[src/logic/nld_pkg.sv]
package nld_pkg;
// How it works
// - once power lockdown is set, only a power cycle clears it
// - under lockdown, protection field writes are dropped
// - a feature write to B0h with the lockdown bit set engages it
// - correction is on after power-up
// - feature write 1Fh sets or clears the correction-on bit
// - with correction on, parity is computed before a page commit
// - with correction on, reads check and fix the cache before output
// - each checked read updates the correction status field
// - page is four 512B main, four 16B meta and parity segments
// - with correction on, writes to 840h-87Fh are discarded
// - with correction off, every page byte is open to the host
// - only the sleep opcode enters deep sleep; deselect gives standby when awake and not busy
// - sleep runs only if select rises right after eight opcode bits
// - deep sleep begins once the sleep entry delay has elapsed
// - in deep sleep only release, soft reset and reset pair act
// - sleep during an array operation is rejected without effect
// - release leaves deep sleep; feature reads are taken at once, other commands after the wake delay
// - release while busy is ignored
// - reset pair ends deep sleep and restores power-on features except lockdown and a frozen protection field
// - deep sleep never survives power loss; power-up is standby

   // opcodes
   localparam logic [7:0] OP_FEAT_WR  = 8'h1f;
   localparam logic [7:0] OP_FEAT_RD  = 8'h0f;
   localparam logic [7:0] OP_SLEEP    = 8'hb9;
   localparam logic [7:0] OP_RELEASE  = 8'hab;
   localparam logic [7:0] OP_SOFT_RST = 8'hff;
   localparam logic [7:0] OP_RST_EN   = 8'h66;
   localparam logic [7:0] OP_RST      = 8'h99;

   // feature addresses and bit positions
   localparam logic [7:0] FA_PROT = 8'ha0;
   localparam logic [7:0] FA_CFG  = 8'hb0;
   localparam logic [7:0] FA_STAT = 8'hc0;
   localparam int PB_GUARD    = 7;
   localparam int PB_LOCK_HI  = 5;
   localparam int PB_LOCK_LO  = 3;
   localparam int PB_FLIP     = 2;
   localparam int PB_COMP     = 1;
   localparam int CB_ECC      = 4;
   localparam int CB_LOCKDOWN = 1;
   localparam int CB_QE       = 0;
   localparam int SB_ECC_HI   = 5;
   localparam int SB_ECC_LO   = 4;
   localparam int SB_BUSY     = 0;

   // serial framing
   localparam logic [2:0] BYTE_LAST_BIT = 3'h7;
   localparam logic [1:0] BI_OP   = 2'h0;
   localparam logic [1:0] BI_ADDR = 2'h1;
   localparam logic [1:0] BI_DATA = 2'h2;
   localparam logic [1:0] BI_MAX  = 2'h3;

   // page layout
   localparam logic [11:0] SPARE_BASE    = 12'h800;
   localparam logic [11:0] PARITY_LO     = 12'h840;
   localparam logic [11:0] PARITY_HI     = 12'h87f;
   localparam logic [11:0] BAD_MARK_ADDR = 12'h800;
   localparam int MAIN_SEG_HI = 10;
   localparam int MAIN_SEG_LO = 9;
   localparam int META_SEG_HI = 5;
   localparam int META_SEG_LO = 4;
   localparam logic [3:0] SEG_META0  = 4'h4;
   localparam logic [3:0] SEG_PARITY = 4'h8;
   localparam logic [3:0] SEG_NONE   = 4'hf;

   // correction status codes and reset values
   localparam logic [1:0] ES_CLEAN = 2'h0;
   localparam logic [1:0] ES_FIXED = 2'h1;
   localparam logic [1:0] ES_FAIL  = 2'h2;
   localparam logic [2:0] LOCK_RST = 3'h7;

   // timing
   localparam int CLK_PERIOD_NS        = 8;
   localparam int SLEEP_ENTRY_DELAY_NS = 3000;
   localparam int WAKE_DELAY_NS        = 3000;
   localparam int POWER_ON_WAIT_MS     = 2;
   localparam int SLEEP_ENTRY_CYC =
      (SLEEP_ENTRY_DELAY_NS + CLK_PERIOD_NS - 1) / CLK_PERIOD_NS;
   localparam int WAKE_CYC =
      (WAKE_DELAY_NS + CLK_PERIOD_NS - 1) / CLK_PERIOD_NS;
   localparam int POWER_ON_WAIT_CYC_DFLT =
      (POWER_ON_WAIT_MS * 1000000 + CLK_PERIOD_NS - 1) / CLK_PERIOD_NS;
   localparam int CNT_W = 18;

   typedef struct packed {
      logic       guard;
      logic [2:0] lock;
      logic       flip;
      logic       comp;
   } nld_prot_s;

   typedef struct packed {
      logic lockdown;
      logic ecc_on;
      logic qe;
   } nld_cfg_s;

   typedef enum logic [2:0] {
      PW_ACTIVE = 3'b000,
      PW_ENTER  = 3'b001,
      PW_SLEEP  = 3'b010,
      PW_WAKE   = 3'b011,
      PW_POR    = 3'b100
   } nld_pwr_e;

   typedef enum logic [2:0] {
      SQ_IDLE   = 3'b000,
      SQ_ENCODE = 3'b001,
      SQ_COMMIT = 3'b010,
      SQ_LOAD   = 3'b011,
      SQ_CHECK  = 3'b100
   } nld_seq_e;
endpackage

[src/logic/nld_core.sv]
`timescale 1ns/1ps
module nld_core
   import nld_pkg::*;
#(
   parameter int POWER_ON_WAIT_CYC = POWER_ON_WAIT_CYC_DFLT
) (
   input  wire logic        i_clk_sys,
   input  wire logic        i_resetn,
   input  wire logic        i_spi_sclk,
   input  wire logic        i_spi_csn,
   input  wire logic        i_spi_mosi,
   output logic             o_spi_miso,
   output logic             o_spi_miso_oen,
   input  wire logic        i_array_busy,
   input  wire logic        i_prog_start,
   input  wire logic        i_read_start,
   input  wire logic        i_array_done,
   input  wire logic        i_ecc_done,
   input  wire logic        i_ecc_corrected,
   input  wire logic        i_ecc_fail,
   input  wire logic [11:0] i_cache_addr,
   output logic             o_cache_wr_allow,
   output logic [3:0]       o_seg_index,
   output logic             o_ecc_on,
   output logic             o_ecc_encode,
   output logic             o_ecc_check,
   output logic             o_array_commit,
   output logic             o_array_load,
   output logic             o_cache_out_ready,
   output logic [1:0]       o_ecc_status,
   output nld_prot_s        o_prot,
   output logic             o_lockdown,
   output logic             o_deep_sleep,
   output logic             o_standby,
   output logic             o_busy
);

   // segment of a cache byte address
   function automatic logic [3:0] seg_of(input logic [11:0] a);
      logic [3:0] s;
      s = SEG_NONE;
      if (a < SPARE_BASE) begin
         s = {2'h0, a[MAIN_SEG_HI:MAIN_SEG_LO]};
      end else if (a < PARITY_LO) begin
         s = SEG_META0 | {2'h0, a[META_SEG_HI:META_SEG_LO]};
      end else if (a <= PARITY_HI) begin
         s = SEG_PARITY;
      end
      return s;
   endfunction

   // readback value of one feature address
   function automatic logic [7:0] feat_val(
      input logic [7:0] a,
      input nld_prot_s  p,
      input nld_cfg_s   c,
      input logic [1:0] es,
      input logic       b
   );
      logic [7:0] v;
      v = 8'h00;
      if (a == FA_PROT) begin
         v[PB_GUARD]              = p.guard;
         v[PB_LOCK_HI:PB_LOCK_LO] = p.lock;
         v[PB_FLIP]               = p.flip;
         v[PB_COMP]               = p.comp;
      end else if (a == FA_CFG) begin
         v[CB_ECC]      = c.ecc_on;
         v[CB_LOCKDOWN] = c.lockdown;
         v[CB_QE]       = c.qe;
      end else if (a == FA_STAT) begin
         v[SB_ECC_HI:SB_ECC_LO] = es;
         v[SB_BUSY]             = b;
      end
      return v;
   endfunction

   logic [2:0]     sclk_q;
   logic [2:0]     csn_q;
   logic [1:0]     mosi_q;
   logic [7:0]     shift_q;
   logic [2:0]     bit_q;
   logic [1:0]     byte_q;
   logic [7:0]     op_q;
   logic [7:0]     addr_q;
   logic           arm_q;
   nld_pwr_e       pwr_q;
   nld_pwr_e       pwr_d;
   logic [CNT_W-1:0] cnt_q;
   logic [CNT_W-1:0] cnt_d;
   logic           sleep_q;
   nld_prot_s      prot_q;
   nld_cfg_s       cfg_q;
   nld_seq_e       seq_q;
   nld_seq_e       seq_d;
   logic [1:0]     ecc_stat_q;
   logic           ready_q;
   logic [7:0]     out_q;
   logic           drv_q;
   logic           miso_q;

   // pin synchronisers: stage 0 is read only by stage 1
   always_ff @(posedge i_clk_sys) begin
      if (!i_resetn) begin
         sclk_q <= 3'h0;
         csn_q  <= 3'h7;
         mosi_q <= 2'h0;
      end else begin
         sclk_q <= {sclk_q[1:0], i_spi_sclk};
         csn_q  <= {csn_q[1:0], i_spi_csn};
         mosi_q <= {mosi_q[0], i_spi_mosi};
      end
   end

   wire sclk_rise = sclk_q[1] & ~sclk_q[2];
   wire sclk_fall = ~sclk_q[1] & sclk_q[2];
   wire cs_rise   = csn_q[1] & ~csn_q[2];
   wire cs_fall   = ~csn_q[1] & csn_q[2];
   wire selected  = ~csn_q[1];
   wire [7:0] byte_in = {shift_q[6:0], mosi_q[1]};
   wire byte_done = sclk_rise & selected & (bit_q == BYTE_LAST_BIT);

   // bit and byte counting within one select frame
   always_ff @(posedge i_clk_sys) begin
      if (!i_resetn || cs_fall) begin
         bit_q   <= 3'h0;
         byte_q  <= BI_OP;
         shift_q <= 8'h00;
      end else if (sclk_rise && selected) begin
         shift_q <= byte_in;
         bit_q   <= bit_q + 3'h1;
         if (bit_q == BYTE_LAST_BIT && byte_q != BI_MAX) begin
            byte_q <= byte_q + 2'h1;
         end
      end
   end

   // opcode and feature address capture
   always_ff @(posedge i_clk_sys) begin
      if (!i_resetn) begin
         op_q   <= 8'h00;
         addr_q <= 8'h00;
      end else if (byte_done && byte_q == BI_OP) begin
         op_q <= byte_in;
      end else if (byte_done && byte_q == BI_ADDR) begin
         addr_q <= byte_in;
      end
   end

   // a one-byte command counts only if select rises on a byte boundary
   wire single_ok = cs_rise & (byte_q == BI_ADDR) & (bit_q == '0);
   wire do_sleep   = single_ok & (op_q == OP_SLEEP);
   wire do_release = single_ok & (op_q == OP_RELEASE);
   wire do_soft    = single_ok & (op_q == OP_SOFT_RST);
   wire do_rst_en  = single_ok & (op_q == OP_RST_EN);
   wire do_rst     = single_ok & (op_q == OP_RST) & arm_q;
   wire live       = (pwr_q == PW_ACTIVE) | (pwr_q == PW_SLEEP);
   wire rst_go     = do_rst & live;
   wire op_busy    = i_array_busy | (seq_q != SQ_IDLE);

   // reset enable must be the command just before reset
   always_ff @(posedge i_clk_sys) begin
      if (!i_resetn) begin
         arm_q <= 1'b0;
      end else if (cs_rise) begin
         arm_q <= do_rst_en & live;
      end
   end

   // power state sequencing; entry, wake and reset delays share one counter
   always_comb begin
      pwr_d = pwr_q;
      cnt_d = (cnt_q != '0) ? cnt_q - 1'b1 : cnt_q;
      case (pwr_q)
         PW_ACTIVE: begin
            if (rst_go) begin
               pwr_d = PW_POR;
               cnt_d = CNT_W'(POWER_ON_WAIT_CYC - 1);
            end else if (do_sleep && !op_busy) begin
               pwr_d = PW_ENTER;
               cnt_d = CNT_W'(SLEEP_ENTRY_CYC - 1);
            end
         end
         PW_ENTER: begin
            if (cnt_q == '0) begin
               pwr_d = PW_SLEEP;
            end
         end
         PW_SLEEP: begin
            // everything else is dropped while asleep
            if (rst_go) begin
               pwr_d = PW_POR;
               cnt_d = CNT_W'(POWER_ON_WAIT_CYC - 1);
            end else if ((do_release && !op_busy) || do_soft) begin
               pwr_d = PW_WAKE;
               cnt_d = CNT_W'(WAKE_CYC - 1);
            end
         end
         PW_WAKE, PW_POR: begin
            if (cnt_q == '0) begin
               pwr_d = PW_ACTIVE;
            end
         end
         default: begin
            pwr_d = PW_ACTIVE;
         end
      endcase
   end

   // power-up always lands in the active, non-sleeping state
   always_ff @(posedge i_clk_sys) begin
      if (!i_resetn) begin
         pwr_q   <= PW_ACTIVE;
         cnt_q   <= '0;
         sleep_q <= 1'b0;
      end else begin
         pwr_q   <= pwr_d;
         cnt_q   <= cnt_d;
         sleep_q <= (pwr_d == PW_SLEEP);
      end
   end

   // feature writes are taken only when fully awake
   wire feat_wr = byte_done & (byte_q == BI_DATA) & (op_q == OP_FEAT_WR)
                  & (pwr_q == PW_ACTIVE);
   wire wr_prot = feat_wr & (addr_q == FA_PROT) & ~cfg_q.lockdown;
   wire wr_cfg  = feat_wr & (addr_q == FA_CFG);
   wire por_start = (pwr_q != PW_POR) & (pwr_d == PW_POR);

   // protection field; reset pair restores the default unless frozen
   always_ff @(posedge i_clk_sys) begin
      if (!i_resetn || (por_start && !cfg_q.lockdown)) begin
         prot_q <= '{guard: 1'b0, lock: LOCK_RST, flip: 1'b0, comp: 1'b0};
      end else if (wr_prot) begin
         prot_q.guard <= byte_in[PB_GUARD];
         prot_q.lock  <= byte_in[PB_LOCK_HI:PB_LOCK_LO];
         prot_q.flip  <= byte_in[PB_FLIP];
         prot_q.comp  <= byte_in[PB_COMP];
      end
   end

   // configuration; correction-on defaults high, one driver for the struct
   // lockdown survives the reset pair too: only power removal clears it
   always_ff @(posedge i_clk_sys) begin
      if (!i_resetn) begin
         cfg_q <= '{lockdown: 1'b0, ecc_on: 1'b1, qe: 1'b0};
      end else begin
         if (por_start) begin
            cfg_q.ecc_on <= 1'b1;
            cfg_q.qe     <= 1'b0;
         end else if (wr_cfg) begin
            cfg_q.ecc_on <= byte_in[CB_ECC];
            cfg_q.qe     <= byte_in[CB_QE];
         end
         if (wr_cfg && byte_in[CB_LOCKDOWN]) begin
            cfg_q.lockdown <= 1'b1;
         end
      end
   end

   // page sequencer around the correction engine
   always_comb begin
      seq_d = seq_q;
      case (seq_q)
         SQ_IDLE: begin
            if (i_prog_start) begin
               seq_d = cfg_q.ecc_on ? SQ_ENCODE : SQ_COMMIT;
            end else if (i_read_start) begin
               seq_d = SQ_LOAD;
            end
         end
         SQ_ENCODE: begin
            if (i_ecc_done) begin
               seq_d = SQ_COMMIT;
            end
         end
         SQ_COMMIT: begin
            if (i_array_done) begin
               seq_d = SQ_IDLE;
            end
         end
         SQ_LOAD: begin
            if (i_array_done) begin
               seq_d = cfg_q.ecc_on ? SQ_CHECK : SQ_IDLE;
            end
         end
         SQ_CHECK: begin
            if (i_ecc_done) begin
               seq_d = SQ_IDLE;
            end
         end
         default: begin
            seq_d = SQ_IDLE;
         end
      endcase
   end

   wire check_end = (seq_q == SQ_CHECK) & i_ecc_done;
   wire load_end  = (seq_q == SQ_LOAD) & i_array_done & ~cfg_q.ecc_on;
   wire [1:0] stat_new = i_ecc_fail ? ES_FAIL :
                         (i_ecc_corrected ? ES_FIXED : ES_CLEAN);

   // cache output is held back until the check ends, or until the load ends when correction is off
   always_ff @(posedge i_clk_sys) begin
      if (!i_resetn || por_start) begin
         seq_q      <= SQ_IDLE;
         ecc_stat_q <= ES_CLEAN;
         ready_q    <= 1'b0;
      end else begin
         seq_q <= seq_d;
         if (check_end) begin
            ecc_stat_q <= stat_new;
         end
         if (check_end || load_end) begin
            ready_q <= 1'b1;
         end else if (seq_q == SQ_IDLE && i_read_start) begin
            ready_q <= 1'b0;
         end
      end
   end

   // feature read: value loaded after address, shifted on falling edges
   wire rd_load = byte_done & (byte_q == BI_ADDR) & (op_q == OP_FEAT_RD)
                  & (pwr_q != PW_SLEEP) & (pwr_q != PW_ENTER);
   always_ff @(posedge i_clk_sys) begin
      if (!i_resetn || cs_rise) begin
         out_q  <= 8'h00;
         drv_q  <= 1'b0;
         miso_q <= 1'b0;
      end else if (rd_load) begin
         out_q <= feat_val(byte_in, prot_q, cfg_q, ecc_stat_q, o_busy);
         drv_q <= 1'b1;
      end else if (sclk_fall && drv_q) begin
         miso_q <= out_q[7];
         out_q  <= {out_q[6:0], out_q[7]};
      end
   end

   // parity bytes are host-locked only while correcting
   wire in_parity = (i_cache_addr >= PARITY_LO) & (i_cache_addr <= PARITY_HI);
   assign o_cache_wr_allow  = ~(cfg_q.ecc_on & in_parity);
   assign o_seg_index       = seg_of(i_cache_addr);
   assign o_ecc_on          = cfg_q.ecc_on;
   assign o_ecc_encode      = (seq_q == SQ_ENCODE);
   assign o_ecc_check       = (seq_q == SQ_CHECK);
   assign o_array_commit    = (seq_q == SQ_COMMIT);
   assign o_array_load      = (seq_q == SQ_LOAD);
   assign o_cache_out_ready = ready_q;
   assign o_ecc_status      = ecc_stat_q;
   assign o_prot            = prot_q;
   assign o_lockdown        = cfg_q.lockdown;
   assign o_deep_sleep      = sleep_q;
   assign o_busy = op_busy | (pwr_q == PW_WAKE) | (pwr_q == PW_POR)
                   | (pwr_q == PW_ENTER);
   // deselect alone gives standby only when nothing runs
   assign o_standby = csn_q[1] & ~o_busy & (pwr_q == PW_ACTIVE);
   assign o_spi_miso     = miso_q;
   assign o_spi_miso_oen = ~drv_q;
endmodule

[config.mk]
export PLATFORM = sky130hd
export DESIGN_NAME = nld_core
export DESIGN_NICKNAME = d
export VERILOG_FILES = /design/src/logic/nld_pkg.sv /design/src/logic/nld_core.sv
export SDC_FILE = /design/constraint.sdc
export NUM_CORES = 1
export LEC_CHECK = 0
export BUFFER_PORTS_ARGS = -buffer_cell sky130_fd_sc_hd__buf_2
export CORE_MARGIN = 2
export CORE_UTILIZATION = 45
export DETAILED_ROUTE_END_ITERATION = 6
export SLEW_MARGIN = 20
export SYNTH_ARGS = -nofsm -noshare
export SYNTH_HDL_FRONTEND = slang
export SYNTH_SLANG_ARGS = --single-unit
export TNS_END_PERCENT = 10
[constraint.sdc]
create_clock -name i_clk_sys -period 6.1 [get_ports i_clk_sys]
set_clock_uncertainty 0.1 [all_clocks]
set_input_delay 0.305 -clock i_clk_sys [delete_from_list [all_inputs] [get_ports i_clk_sys]]
set_output_delay 0.305 -clock i_clk_sys [all_outputs]
set_load 0.05 [all_outputs]
==> metrics.yaml <==
synth_largest_area_cell: "dfxtp_1"
synth-seq-cells: 84
drc: 0
multiInputGateArea_um2: 2120
diodes: 0
cts_made_buffers: 9
synth_nets: 477
io-pin-count: 49
synth-seq-area-share_pct: 42.7
cp_max_fo: 15
grt_pass1_vias: 3073
post_cts_buffers: 0
die_height_um: 97.6
grt_start_max_net_pins: 23
cts_tree: "built"
fmax_ghz: 0.360
grtUsageTotal_pct: 18.8
cts_resized: 0
cellPowerDensity_nw_per_um2: 343
layout_min_cycle_time_ns: 2.78
synth_cell_type_count: 56
dp_hpwl_um: 6280
cp_slowest_cell: "or4b_2"
worst_slew_pin_slew_ns: 0.800
synth.most_common_cell: "dfxtp_1"
cp_slowest_stage_delay_ns: 0.67
power.total_mw: 1.52
wirelength_um: 8870
cap_viol_max_count: 0
hold_buffers: 0
gp_congestion: 0.822
clock-sinks: 84
rows: 34
critPathTopFamily: "simple AND/OR/NAND/NOR gates"
max_slew_margin_pct: 46.6
cts-htree-levels: 3
end_kind: "flip-flop"
port_buffers: 44
finalWorstSetupSlack_ns: 3.32
status: "finished, final reports clean"
synth-async-reset-ratio_pct: 0
whs_ns: 0.0566
worstSkewPairLatency_ns: 0.35
setup_tns_ns: 0
path_cells: "or4b_2 > nor4_4 > nand2_1 > nand2_1 > nor3b_1"
clk_pin_slew_ns: 0.09
grt_pass1_wl_um: 14700
synth-edff-count: 0
fin_crit_sh_pct: 45.5
final-setup-viol-count: 0
firstDrtPassIters: 5
synthesis.area_um2: 3940
crit_arrival_ns: 2.90
place_ws_ns: 3.28
ys.flop_type: "dfxtp_1"
cp_num_buf_inv: 0
initial_utilization_pct: 45.9
die-area_um2: 9530
p_leak_nw: 1.89
syn_inst: 444
drt_iter0_drc: 147
ff_latch_area_um2: 1680
hold_class: "input pin to flip-flop"
synth_commonest_cells: "84 x dfxtp_1, 57 x nor2_1, 37 x nand2_1"
stdcell_count: 596
synthTopCellsByArea: "dfxtp_1 43%, mux2i_1 8.6%, nor2_1 5.4%, nand2_1 3.5%, a21oi_1 3.3%"
dpl.cell_count: 580
coreArea_um2: 8590
vias: 3250
critical_path.most_common_cell: "nand2_1"
routedWlPerCell_um: 14.9
num-fill-cells: 837
grt_setup_unrepaired: "false"
synth_top_area_share_pct: 42.7
root_buffer: "clkbuf_8"
antenna_found_initial: 0
drive_above_1_share_pct: 14.1
finalNetCount: 516
syn_to_final_growth_pct: 12.6
vias_per_cell: 5.45
irDropWorstVdd_mv: 0.193
yosys_warnings: 0
cts.path.max_buffers: 2
die_w_um: 97.6
overflow: 0
slew_viol_final: 0
start_kind: "flip-flop"
worst-setup-path-type: "flip-flop to flip-flop"
crit_required_ns: 6.22
final_antenna_net_count: 0
postSynthAreaPerCell_um2: 8.88
hold_violations: 0
cell usage in the layout (no fill, tap or decap), types with 4 or more instances in the layout:
cell type / n
nor4_1: 7
dfxtp_1: 84
and2_1: 9
buf_2: 44
a211oi_1: 4
nand2_1: 37
nor2_1: 57
ha_1: 9
a21o_1: 5
xnor2_1: 5
nor3b_1: 8
mux2i_1: 34
inv_1: 16
or4_1: 5
nand4_1: 5
xor2_1: 9
nand3_1: 14
and3_1: 4
nor3_1: 11
nor2b_1: 6
o21ai_0: 8
nand2b_1: 9
clkbuf_8: 9
a21oi_1: 26
a31oi_1: 9
cells by family after synthesis:
| kind of cell | synth area share (%) |
|---|---|
| xor gates and xnor gates | 3.11 |
| and+or+nand+nor | 26.9 |
| adders and majority gates | 2.86 |
| DFF | 42.7 |
| AOI/OAI and AO/OA | 11.9 |
| muxes | 8.92 |
| buffers and inverters | 3.62 |
cell type report:
cell class,instances,share of cell area (%)
repair buffers,45,5.13
clock buffers,11,2.96
well taps,108,3.04
clock inverters,5,1.92
flip-flops and latches,84,37.9
multi-input cells,327,47.7
inverters,16,1.35
metrics by stage:
stage	instance area (um^2)	utilization, %
after global routing	4440	51.7
after detailed placement	4220	49.1
after global placement	4220	49.1
after floorplan	3940	-
after CTS	4440	51.7
final	4440	51.7
path summary, 6_finish.rpt:
check / from / to / slack (ns) / depth (start not counted)
worst max-delay path: op_q[4]$_SDFFE_PN0P_ / cnt_q[11]$_SDFF_PN0_ / 3.32 / 5
worst min-delay path: i_spi_sclk / sclk_q[0]$_SDFF_PN0_ / 0.06 / 2
worst max register to register: op_q[4]$_SDFFE_PN0P_ / cnt_q[11]$_SDFF_PN0_ / 3.32 / 5
worst min register to register: csn_q[0]$_SDFF_PN1_ / csn_q[1]$_SDFF_PN1_ / 0.31 / 1
routing by layer:
metal	vias up	GRT usage, %	wire, um
met4	0	6.62	153
met2	86	29.1	3790
met3	10	3.31	405
met1	1507	26.6	4520
met5	-	0	0
li1	1647	-	-
power breakdown:
part           switching (mW)  total (mW)  internal [mW]
clock network           0.205       0.439          0.233
logic                   0.253       0.432          0.179
registers              0.0526       0.653          0.600
sequential cells by signal (all words and copies together) (netlist names), 2 cells and up:
name	flops
addr_q	8
out_q	8
shift_q	7
csn_q	3
cnt_q	18
o_prot	6
bit_q	3
mosi_q	2
byte_q	2
seq_q	3
o_ecc_status	2
pwr_q	3
sclk_q	3
op_q	8
(Power assumes the default switching activity.)
